### config.mk
export PLATFORM = sky130hd
export DESIGN_NAME = ddot_regs
export DESIGN_NICKNAME = d
export VERILOG_FILES = /design/src/core/ddot_pkg.sv /design/src/core/ddot_regs.sv
export VERILOG_INCLUDE_DIRS = /design/src /design/src/core
export SDC_FILE = /design/constraint.sdc
export NUM_CORES = 1
export LEC_CHECK = 0
export ABC_AREA = 1
export BUFFER_PORTS_ARGS = -buffer_cell sky130_fd_sc_hd__buf_4
export CAP_MARGIN = 15
export CORE_ASPECT_RATIO = 0.7
export CORE_MARGIN = 8
export CORE_UTILIZATION = 45
export DETAILED_ROUTE_END_ITERATION = 8
export PLACE_DENSITY = 0.71
export SLEW_MARGIN = 5
export SYNTH_ARGS = -nofsm -noshare
export SYNTH_HDL_FRONTEND = slang
export SYNTH_SLANG_ARGS = --single-unit
export TNS_END_PERCENT = 30
### constraint.sdc
create_clock -name clk -period 4 [get_ports clk]
set_clock_uncertainty 0.15 [all_clocks]
set_input_delay 0.2 -clock clk [delete_from_list [all_inputs] [get_ports clk]]
set_output_delay 0.2 -clock clk [all_outputs]
set_load 0.02 [all_outputs]
### src/core/ddot_defs.svh
// Register offsets, reset values and field constants of the dither/offset trim bank
// Function
// - Right secondary dither setting scales constant dither into right secondary modulator low bits.
// - Dither setting is unsigned Q0.11; 1.0 equals 1/32 full-scale modulator input.
// - Code zero adds no dither; each code step adds 2^-11 x 1/32 full scale.
// - Left offset trim register adds manual DC offset to left DAC output.
// - Right offset trim register adds same-encoded DC offset to right DAC output.
// - Applied offset is negated signed register value over four, 0.25 mV per step.
// - Trim codes are two's complement: 0x7f about -31.75 mV, 0x80 +32.0 mV.
`ifndef DDOT_DEFS_SVH
`define DDOT_DEFS_SVH

// Register indices; byte address is four times the index
`define DDOT_IDX_DITHER_A    8'h4b
`define DDOT_IDX_DITHER_B    8'h4c
`define DDOT_IDX_LEFT_TRIM   8'h4e
`define DDOT_IDX_RIGHT_TRIM  8'h4f
`define DDOT_ADDR_DITHER_A   12'h12c
`define DDOT_ADDR_DITHER_B   12'h130
`define DDOT_ADDR_LEFT_TRIM  12'h138
`define DDOT_ADDR_RIGHT_TRIM 12'h13c

// Reset values
`define DDOT_RST_DITHER_A    8'h00
`define DDOT_RST_DITHER_B    8'h00
`define DDOT_RST_LEFT_TRIM   8'h00
`define DDOT_RST_RIGHT_TRIM  8'h00

// Dither field: Q0.11 fraction of 1/32 FS, so one code step is 2^-16 FS
`define DDOT_DITHER_FRAC_BITS 11
`define DDOT_DITHER_FS_SHIFT  5

// AXI responses
`define DDOT_RESP_OKAY   2'b00
`define DDOT_RESP_SLVERR 2'b10

`endif

### src/core/ddot_pkg.sv
// Types shared by the dither/offset trim register bank
package ddot_pkg;

  // Settings delivered to the modulator and output stages
  typedef struct packed {
    logic [15:0]       ditherLevel;  // LSB = 2^-16 of full-scale modulator input
    logic signed [8:0] leftOffset;   // Quarter millivolts, already negated
    logic signed [8:0] rightOffset;  // Quarter millivolts, already negated
  } ddot_trim_t;

  // Whole state of the register bank
  typedef struct packed {
    logic [7:0]  ditherA;
    logic [7:0]  ditherB;
    logic [7:0]  leftTrim;
    logic [7:0]  rightTrim;
    logic        awHeld;
    logic [11:0] awAddr;
    logic        wHeld;
    logic [7:0]  wData;
    logic        wLane0;
    logic        bValid;
    logic [1:0]  bResp;
    logic        rValid;
    logic [31:0] rData;
    logic [1:0]  rResp;
    ddot_trim_t  trim;
  } ddot_state_t;

endpackage

### src/core/ddot_regs.sv
// AXI4-Lite register bank for right secondary DC dither and left/right offset trim
`timescale 1ns/1ps
`include "ddot_defs.svh"

module ddot_regs
  import ddot_pkg::*;
(
  input  wire logic        clk,
  input  wire logic        reset_n,
  input  wire logic [11:0] s_axi_awaddr,
  input  wire logic        s_axi_awvalid,
  output logic             s_axi_awready,
  input  wire logic [31:0] s_axi_wdata,
  input  wire logic [3:0]  s_axi_wstrb,
  input  wire logic        s_axi_wvalid,
  output logic             s_axi_wready,
  output logic [1:0]       s_axi_bresp,
  output logic             s_axi_bvalid,
  input  wire logic        s_axi_bready,
  input  wire logic [11:0] s_axi_araddr,
  input  wire logic        s_axi_arvalid,
  output logic             s_axi_arready,
  output logic [31:0]      s_axi_rdata,
  output logic [1:0]       s_axi_rresp,
  output logic             s_axi_rvalid,
  input  wire logic        s_axi_rready,
  output ddot_trim_t       trimOut
);

  ddot_state_t st;
  ddot_state_t next_st;

  // Word-aligned decode; low two address bits are ignored
  function automatic logic isMapped(input logic [11:0] addr);
    logic [11:0] a;
    a = {addr[11:2], 2'b00};
    isMapped = (a == `DDOT_ADDR_DITHER_A) || (a == `DDOT_ADDR_DITHER_B) ||
               (a == `DDOT_ADDR_LEFT_TRIM) || (a == `DDOT_ADDR_RIGHT_TRIM);
  endfunction

  // Negate the two's complement code into quarter millivolts; nine bits so 0x80 gives +128
  function automatic logic signed [8:0] trimToQmv(input logic [7:0] code);
    logic signed [8:0] wide;
    wide = {code[7], code};
    trimToQmv = 9'sh000 - wide;
  endfunction

  // Handshake outputs are combinational from state
  assign s_axi_awready = !st.awHeld && !st.bValid;
  assign s_axi_wready  = !st.wHeld && !st.bValid;
  assign s_axi_arready = !st.rValid;
  assign s_axi_bvalid  = st.bValid;
  assign s_axi_bresp   = st.bResp;
  assign s_axi_rvalid  = st.rValid;
  assign s_axi_rdata   = st.rData;
  assign s_axi_rresp   = st.rResp;
  assign trimOut       = st.trim;

  // Next-state logic for bus slave, register file and derived settings
  always_comb begin
    logic [11:0] wa;
    logic [11:0] ra;
    wa = {st.awAddr[11:2], 2'b00};
    ra = {s_axi_araddr[11:2], 2'b00};
    next_st = st;
    // Address and data are taken independently, in either order
    if (s_axi_awvalid && s_axi_awready) begin
      next_st.awHeld = 1'b1;
      next_st.awAddr = s_axi_awaddr;
    end
    if (s_axi_wvalid && s_axi_wready) begin
      next_st.wHeld  = 1'b1;
      next_st.wData  = s_axi_wdata[7:0];
      next_st.wLane0 = s_axi_wstrb[0];
    end
    // Commit once both halves are held; only byte lane 0 carries data
    if (st.awHeld && st.wHeld) begin
      next_st.awHeld = 1'b0;
      next_st.wHeld  = 1'b0;
      next_st.bValid = 1'b1;
      next_st.bResp  = isMapped(st.awAddr) ? `DDOT_RESP_OKAY : `DDOT_RESP_SLVERR;
      if (st.wLane0) begin
        unique case (wa)
          `DDOT_ADDR_DITHER_A:   next_st.ditherA = st.wData;
          `DDOT_ADDR_DITHER_B:   next_st.ditherB = st.wData;
          `DDOT_ADDR_LEFT_TRIM:  next_st.leftTrim = st.wData;
          `DDOT_ADDR_RIGHT_TRIM: next_st.rightTrim = st.wData;
          default: ;
        endcase
      end
    end else if (st.bValid && s_axi_bready) begin
      next_st.bValid = 1'b0;
    end
    // Read answers one cycle after the address is taken
    if (s_axi_arvalid && s_axi_arready) begin
      next_st.rValid = 1'b1;
      next_st.rResp  = isMapped(s_axi_araddr) ? `DDOT_RESP_OKAY : `DDOT_RESP_SLVERR;
      unique case (ra)
        `DDOT_ADDR_DITHER_A:   next_st.rData = {24'h000000, st.ditherA};
        `DDOT_ADDR_DITHER_B:   next_st.rData = {24'h000000, st.ditherB};
        `DDOT_ADDR_LEFT_TRIM:  next_st.rData = {24'h000000, st.leftTrim};
        `DDOT_ADDR_RIGHT_TRIM: next_st.rData = {24'h000000, st.rightTrim};
        default:               next_st.rData = 32'h00000000;
      endcase
    end else if (st.rValid && s_axi_rready) begin
      next_st.rValid = 1'b0;
    end
    // Settings follow the stored codes one cycle later. The two dither bytes form one
    // Q0.11 code of 1/32 FS, so the code is directly the amount in 2^-16 FS units.
    next_st.trim.ditherLevel = {st.ditherB, st.ditherA};
    next_st.trim.leftOffset  = trimToQmv(st.leftTrim);
    next_st.trim.rightOffset = trimToQmv(st.rightTrim);
  end

  // State register; all trims clear to zero so no dither and no offset at power-up
  always_ff @(posedge clk or negedge reset_n) begin
    if (!reset_n) begin
      st           <= '0;
      st.ditherA   <= `DDOT_RST_DITHER_A;
      st.ditherB   <= `DDOT_RST_DITHER_B;
      st.leftTrim  <= `DDOT_RST_LEFT_TRIM;
      st.rightTrim <= `DDOT_RST_RIGHT_TRIM;
    end else begin
      st <= next_st;
    end
  end

  // Helper: a write commit with lane 0 enabled, to any address, mapped or not
  logic commitW;
  assign commitW = st.awHeld && st.wHeld && st.wLane0;

  // Delivered dither follows the stored code one cycle later
  a_dither_zero: assert property (@(posedge clk) disable iff (!reset_n)
    (st.ditherA == 8'h00 && st.ditherB == 8'h00) |=> trimOut.ditherLevel == 16'h0000)
    else $error("Zero dither code did not give zero dither");

  a_dither_unit: assert property (@(posedge clk) disable iff (!reset_n)
    (st.ditherA == 8'h01 && st.ditherB == 8'h00) |=> trimOut.ditherLevel == 16'h0001)
    else $error("One dither code step did not give one dither LSB");

  a_dither_scale: assert property (@(posedge clk) disable iff (!reset_n)
    ##1 trimOut.ditherLevel == {$past(st.ditherB), $past(st.ditherA)})
    else $error("Dither level does not track the dither code");

  a_dither_step: assert property (@(posedge clk) disable iff (!reset_n)
    $stable({st.ditherB, st.ditherA}) ##1 $changed(trimOut.ditherLevel) |-> 1'b0)
    else $error("Dither level moved without a code change");

  // Offsets are the negated signed code, in quarter millivolts
  a_left_offset: assert property (@(posedge clk) disable iff (!reset_n)
    ##1 trimOut.leftOffset == -$signed({$past(st.leftTrim[7]), $past(st.leftTrim)}))
    else $error("Left offset is not the negated trim code");

  a_right_offset: assert property (@(posedge clk) disable iff (!reset_n)
    ##1 trimOut.rightOffset == -$signed({$past(st.rightTrim[7]), $past(st.rightTrim)}))
    else $error("Right offset is not the negated trim code");

  a_offset_max: assert property (@(posedge clk) disable iff (!reset_n)
    st.leftTrim == 8'h80 |=> trimOut.leftOffset == 9'sd128)
    else $error("Code 0x80 did not give the most positive offset");

  a_offset_min: assert property (@(posedge clk) disable iff (!reset_n)
    st.rightTrim == 8'h7f |=> trimOut.rightOffset == -9'sd127)
    else $error("Code 0x7f did not give the most negative offset");

  a_offset_step: assert property (@(posedge clk) disable iff (!reset_n)
    st.leftTrim == 8'hff |=> trimOut.leftOffset == 9'sh001)
    else $error("Code 0xff did not give one quarter millivolt");

  // Stored codes move only on a committed write with lane 0 enabled
  a_trim_hold: assert property (@(posedge clk) disable iff (!reset_n)
    !commitW |=> $stable({st.ditherA, st.ditherB, st.leftTrim, st.rightTrim}))
    else $error("Trim register changed without a write");

  a_lane_off: assert property (@(posedge clk) disable iff (!reset_n)
    st.awHeld && st.wHeld && !st.wLane0
      |=> st.bValid && $stable({st.ditherA, st.ditherB, st.leftTrim, st.rightTrim}))
    else $error("Write with lane 0 off changed a register");

  a_write_store: assert property (@(posedge clk) disable iff (!reset_n)
    commitW && {st.awAddr[11:2], 2'b00} == `DDOT_ADDR_LEFT_TRIM
      |=> st.leftTrim == $past(st.wData) && st.bValid)
    else $error("Left trim write not stored");

  a_right_store: assert property (@(posedge clk) disable iff (!reset_n)
    commitW && {st.awAddr[11:2], 2'h0} == `DDOT_ADDR_RIGHT_TRIM
      |=> st.rightTrim == $past(st.wData) && st.bValid)
    else $error("Right trim write not stored");

  a_dither_low: assert property (@(posedge clk) disable iff (!reset_n)
    commitW && {st.awAddr[11:2], 2'h0} == `DDOT_ADDR_DITHER_A
      |=> st.ditherA == $past(st.wData) && st.bValid)
    else $error("Low dither byte write not stored");

  a_dither_high: assert property (@(posedge clk) disable iff (!reset_n)
    commitW && {st.awAddr[11:2], 2'h0} == `DDOT_ADDR_DITHER_B
      |=> st.ditherB == $past(st.wData) && st.bValid)
    else $error("High dither byte write not stored");

  a_unmapped_write: assert property (@(posedge clk) disable iff (!reset_n)
    st.awHeld && st.wHeld && !isMapped(st.awAddr)
      |=> s_axi_bresp == `DDOT_RESP_SLVERR && $stable({st.leftTrim, st.rightTrim}))
    else $error("Unmapped write was not refused");

  // Reads return the last stored code; unmapped reads give zero
  a_read_back: assert property (@(posedge clk) disable iff (!reset_n)
    s_axi_arvalid && s_axi_arready && {s_axi_araddr[11:2], 2'b00} == `DDOT_ADDR_RIGHT_TRIM
      |=> s_axi_rvalid && s_axi_rdata == {24'h000000, $past(st.rightTrim)})
    else $error("Read did not return the stored right trim");

  a_left_read: assert property (@(posedge clk) disable iff (!reset_n)
    s_axi_arvalid && s_axi_arready && {s_axi_araddr[11:2], 2'h0} == `DDOT_ADDR_LEFT_TRIM
      |=> s_axi_rvalid && s_axi_rdata == {24'h000000, $past(st.leftTrim)})
    else $error("Read did not return the stored left trim");

  a_unmapped_read: assert property (@(posedge clk) disable iff (!reset_n)
    s_axi_arvalid && s_axi_arready && !isMapped(s_axi_araddr)
      |=> s_axi_rresp == `DDOT_RESP_SLVERR && s_axi_rdata == 32'h00000000)
    else $error("Unmapped read was not refused with zero data");

  // Answers stand until taken, so a slow master never loses one
  a_bvalid_stand: assert property (@(posedge clk) disable iff (!reset_n)
    $fell(s_axi_bvalid) |-> $past(s_axi_bready))
    else $error("Write response dropped before it was taken");

  a_rvalid_stand: assert property (@(posedge clk) disable iff (!reset_n)
    $fell(s_axi_rvalid) |-> $past(s_axi_rready))
    else $error("Read data dropped before it was taken");

  // No disable here: the first edge after release must already show cleared settings
  a_reset_clear: assert property (@(posedge clk)
    $rose(reset_n) |-> trimOut == '0 && !s_axi_bvalid && !s_axi_rvalid)
    else $error("Settings not cleared when reset ends");

endmodule

## Yosys cells after proc, flatten, opt, wreduce, memory -nomap -nowiden

Index checks and enable logic that the tools add are counted.

- Output and inout bits: 75
- Input bits: 67
- Word-level logic and storage cells: 64
- Flip-flop bits (word level): 127

- Reductions and logical operators: 26
- Equal/unequal tests: 8
- Add/sub/neg operators: 2
- Mux-type cells: 11

Operators by type and width:

| operator | count |
|---|---|
| 10-bit by 7-bit == test with 1-bit output (second input constant) | 8 |
| 8-bit case mux with 4 select lines | 1 |
| 1-bit by 8-bit subtractor with 9-bit output (first input constant) | 2 |
| 13-bit two-way mux | 1 |
| 3-bit AND reduction | 4 |
| 10-bit two-way mux | 1 |
| 1-bit logical AND | 8 |
| 2-bit nonzero test | 4 |
| 1-bit logical OR | 6 |
| 1-bit two-way mux | 6 |
| 1-bit zero test | 4 |
| 2-bit two-way mux | 2 |

## Logic depth before layout (Yosys ltp)

- Depth in word-level cells: 5
- Depth in mapped cells: 8
- Gate-level depth less buffers: 8

## Worst setup path before layout

OpenSTA, ideal clock, no wires.

- Kind: register to register
- Start point: reg st, in the netlist s_axi_bvalid
- End point: reg st[79] in the netlist's numbering
- Clock period less this slack: 1.670 ns
- Setup slack: 2.330 ns
- Stages on the path, launching flop included: 6
- Buffers on the path: 1
- Data arrival time: 1.391 ns
- Path through: dfrtp_1 > nor2_1 > nand2_1 > buf_2 > nor2_1 > a21oi_1

- Cells in the longest elaborated chain, start to end: 3

RTL lines:

| what | line | RTL |
|---|---|---|
| start, declared | ddot_regs.sv:30 | `ddot_state_t st;` |
| start signal, assigned | ddot_regs.sv:124 | `st <= next_st;` |
| 1-bit zero test | ddot_regs.sv:50 | `assign s_axi_wready = !st.wHeld && !st.bValid;` |
| 1-bit logical AND | ddot_regs.sv:50 |  |
| via s_axi_wready | ddot_regs.sv:16 | `output logic s_axi_wready,` |
| 1-bit logical AND | ddot_regs.sv:71 | `if (s_axi_wvalid && s_axi_wready) begin` |

The timed path passes the listed nets, and every way through them passes these cells.
A chain may end at the register's enable or synchronous reset.

## Final worst setup path

- Start point: reg st[93] in the netlist's numbering
- End point: reg st[101] in the netlist's numbering

- Cells in the longest elaborated chain, start to end: 2

RTL lines:

| what | line | RTL |
|---|---|---|
| 10-bit by 7-bit == test with 1-bit output | ddot_regs.sv:83 | `unique case (wa)` |
| 3-bit AND reduction (no source line) | n/a |  |

Every way passes these cells.

==> metrics.md <==
| Metric | Value |
|---|---|
| Yosys reg bits | between 90 and 100 |
| Reg area | 2480 µm² |
| Core Area | 10200 µm² |
| I/O pins | about 140 |
| Initial antenna violation count | 0 |
| Total GRT Usage | between 10% and 20% |
| R2R Setup Slk | 2320 ps |
| Rows | 31 |
| Prevailing post-synth register cell | dfrtp_1 |
| Starting Density | a little under half |
| Detailed-route DRC error count | 0 |
| Netlist Area Pre-Place | about 4700 µm² |
| Crit Path Max Fanout | 16 |
| Slowest-stage cell, CP | dfrtp_1 |
| CP Capture Type | flop |
| End of the worst hold path | s_axi_rresp[1]$_DFFE_PN0P_ |
| VDD IR max | ~0.53 mV |
| CP startpoint kind | flop |
| Clock sinks | between 90 and 100 |
| Detail Placement HPWL | around 7400 µm |
| Htree depth | 3 |
| Clock slew at reported path FFs | around 70 ps |
| Vias in the first global route | approximately 3300 |
| 1st-pass router iterations | 4 |
| Gpl congestion | around 0.8 |
| DR iter-0 viols | between 150 and 200 |
| Multi-input logic area | approximately 1500 µm² |
| Synth area leader | dfrtp_1 |
| Die Footprint | between 10000 and 15000 µm² |
| Max stage delay on crit path | approximately 410 ps |
| Clock Latency Late Sink | between 300 and 400 ps |
| Fin. Hold Viols | 0 |
| Grt total ovfl | 0 |
| Synth cell types | 26 |
| Lkg Pwr | 2.84 nW |
| Yosys top cell area share | between 50% and 60% |
| Sequential area share after synthesis | 53.2% |
| Die span in x | ~140 µm |
| Largest net degree at the start of global routing | 70 |
| Reg-to-Reg Start | st[93]$_DFFE_PN0P_ |
| Post-synth EDFFs | 0 |
| CTS tree | done |
| Reg-to-Reg End | st[101]$_DFFE_PN0P_ |
| CTS root buffer | clkbuf_16 |
| Rel. slew slack | a little over two fifths |
| Routed length per instance | about 15 µm |
| Crit path DAT | around 1800 ps |
| Finished Layout Cells | around 670 |
| Final ANT Viol Nets | 0 |
| Fillers | between 900 and 1000 |
| Status | complete, no violations |
| Most frequent cells in the layout | dfrtp_1, buf_4, nand2_1 |
| Num CTS Buffers | 9 |
| First-pass GRT wire length | roughly 17000 µm |
| Worst-margin pin slew | 872 ps |
| # setup viols final | 0 |
| Input/output buffers | between 80 and 90 |
| RSZ-0062 raised after global routing | no |
| Max-cap violations | 0 |
| Antenna diodes | 0 |
| Hold Crit Start | s_axi_araddr[3] |
| Period utilisation layout | about two fifths |
| Final setup TNS | 0 ps |
| Top cells by area, synth | dfrtp_1, buf_4, nand2_1, o21ai_2, nand4_1 |
| Post-synth ARST share | 100% |
| Routed wire length | ~10000 µm |
| Pwr/cell area | around 480 nW/µm² |
| WS Path Type | flop to flop |
| Fin crit period | between 1500 and 2000 ps |
| Placed insts | between 600 and 700 |
| Cells after Synth | between 400 and 500 |
| Crit path required time | 4070 ps |
| Vias per cell | 4.83 |
| Max Clock Freq | 0.596 GHz |
| Post-CTS setup buffer count | 0 |
| Worst-case reg-to-reg path depth | 6 |
| Syn. warnings | 0 |
| Hold crit path type | input pin to flop |
| Final slew viol count | 0 |
| Clk buf depth | 2 |
| Syn-to-layout area delta | 17.0% |
| Via count | around 3300 |
| Layout cell share with drive strength beyond 1 | a little under a third |
| Fin nets | just over 600 |
| Most common cell after layout, fill and taps aside | dfrtp_1 |
| Die Y | 101 µm |
| Cell Chain, Critical Path | nor2_4, nand3_1, inv_2, nand3_2, nand2_1, o21ai_1 |
| Syn avg cell area | 9.83 µm² |
| Min-Delay Path Depth | 4 |
critical path, delay by kind of cell (launching register included):
family / cells / cell delay, ps
simple gates: 4 / 800
flops: 1 / 410
buf+inv: 1 / 100
compound gates: 1 / 90
logic make-up after synthesis:
| group | count (synthesis) | share of synthesized area, % |
|---|---|---|
| AOI/OAI and AO/OA | 60 | 8.38 |
| xor gates and xnor gates | 11 | 2.07 |
| adders and majority gates | 2 | 0.537 |
| buffers and inverters | 118 | 16.0 |
| DFF | 99 | 53.2 |
| muxes | 6 | 1.45 |
| other | 1 | 0.0805 |
| and+or+nand+nor | 177 | 18.4 |
power by group:
part / internal (mW) / switching, mW
registers: 1.13 / 0.0801
clock network: 0.429 / 0.378
logic: 0.195 / 0.385
total: 1.76 / 0.843
sequential cells by signal (all words and copies together) (netlist names):
| name | flops |
|---|---|
| s_axi_rvalid | 1 |
| s_axi_bvalid | 1 |
| next_st | 16 |
| s_axi_rresp | 1 |
| trimOut | 34 |
| s_axi_bresp | 1 |
| st | 37 |
| s_axi_rdata | 8 |
through the flow:
| step | setup WS [ps] | util (%) | power, mW | instance area (µm²) | hold slack, ps |
|---|---|---|---|---|---|
| finish | 2320 | 53.4 | 2.60 | 5450 | 31.5 |
| global route | 2170 | 53.4 | 2.75 | 5450 | 79.6 |
| CTS | 2310 | 53.4 | 2.63 | 5450 | 12.3 |
| detailed placement | 2220 | 48.5 | 1.80 | 4950 | 222 |
| global placement | 2290 | 48.5 | 1.78 | 4950 | 216 |
| floorplan | 2330 | - | 1.63 | 4750 | -246 |
worst max path at each step:
stage,startpoint,endpoint,cells past startpoint
6_report,st[93]$_DFFE_PN0P_,st[101]$_DFFE_PN0P_,6
5_1_grt,st[93]$_DFFE_PN0P_,st[101]$_DFFE_PN0P_,6
4_1_cts,st[93]$_DFFE_PN0P_,st[101]$_DFFE_PN0P_,6
3_5_place_dp,s_axi_araddr[11],s_axi_rdata[3]$_DFFE_PN0P_,8
3_3_place_gp,s_axi_araddr[11],s_axi_rdata[4]$_DFFE_PN0P_,8
2_1_floorplan,s_axi_bvalid$_DFFE_PN0P_,st[79]$_DFFE_PN0P_,5
cell type report:
| cell class | count | share of cell area [%] |
|---|---|---|
| flip-flops and latches | 99 | 45.5 |
| multi-input cells | 282 | 28.1 |
| repair buffers | 107 | 15.7 |
| clock buffers | 10 | 4.20 |
| well taps | 132 | 3.03 |
| inverters | 37 | 2.55 |
| clock inverters | 6 | 0.895 |
repair_timing:
item | 4_1_cts | 5_1_grt
hold buffers | 22 | 0
resized for setup | 0 | 0
hold endpoints to repair | 89 | 0
cells in the mapped netlist (6+ instances only):
library cell	number
nand3_1	18
nand4_1	25
xor2_1	7
inv_1	28
buf_2	6
a21oi_1	16
o21ai_2	24
nand2_2	7
inv_2	9
buf_4	70
dfrtp_1	99
nand2_1	82
mux2_2	6
o21ai_1	16
nor2_1	27
nor2_2	6
routing by layer:
layer / up-vias / GRT usage, % / wire length (µm) / part of all wire (%)
li1: 1573 / - / - / -
met1: 1553 / 20.7 / 4690 / 45
met2: 116 / 22.9 / 4580 / 44
met3: 10 / 7.19 / 961 / 9.3
met4: 0 / 3.41 / 116 / 1.1
met5: - / 0 / 0 / 0
Power figures use the tool's default switching activity.
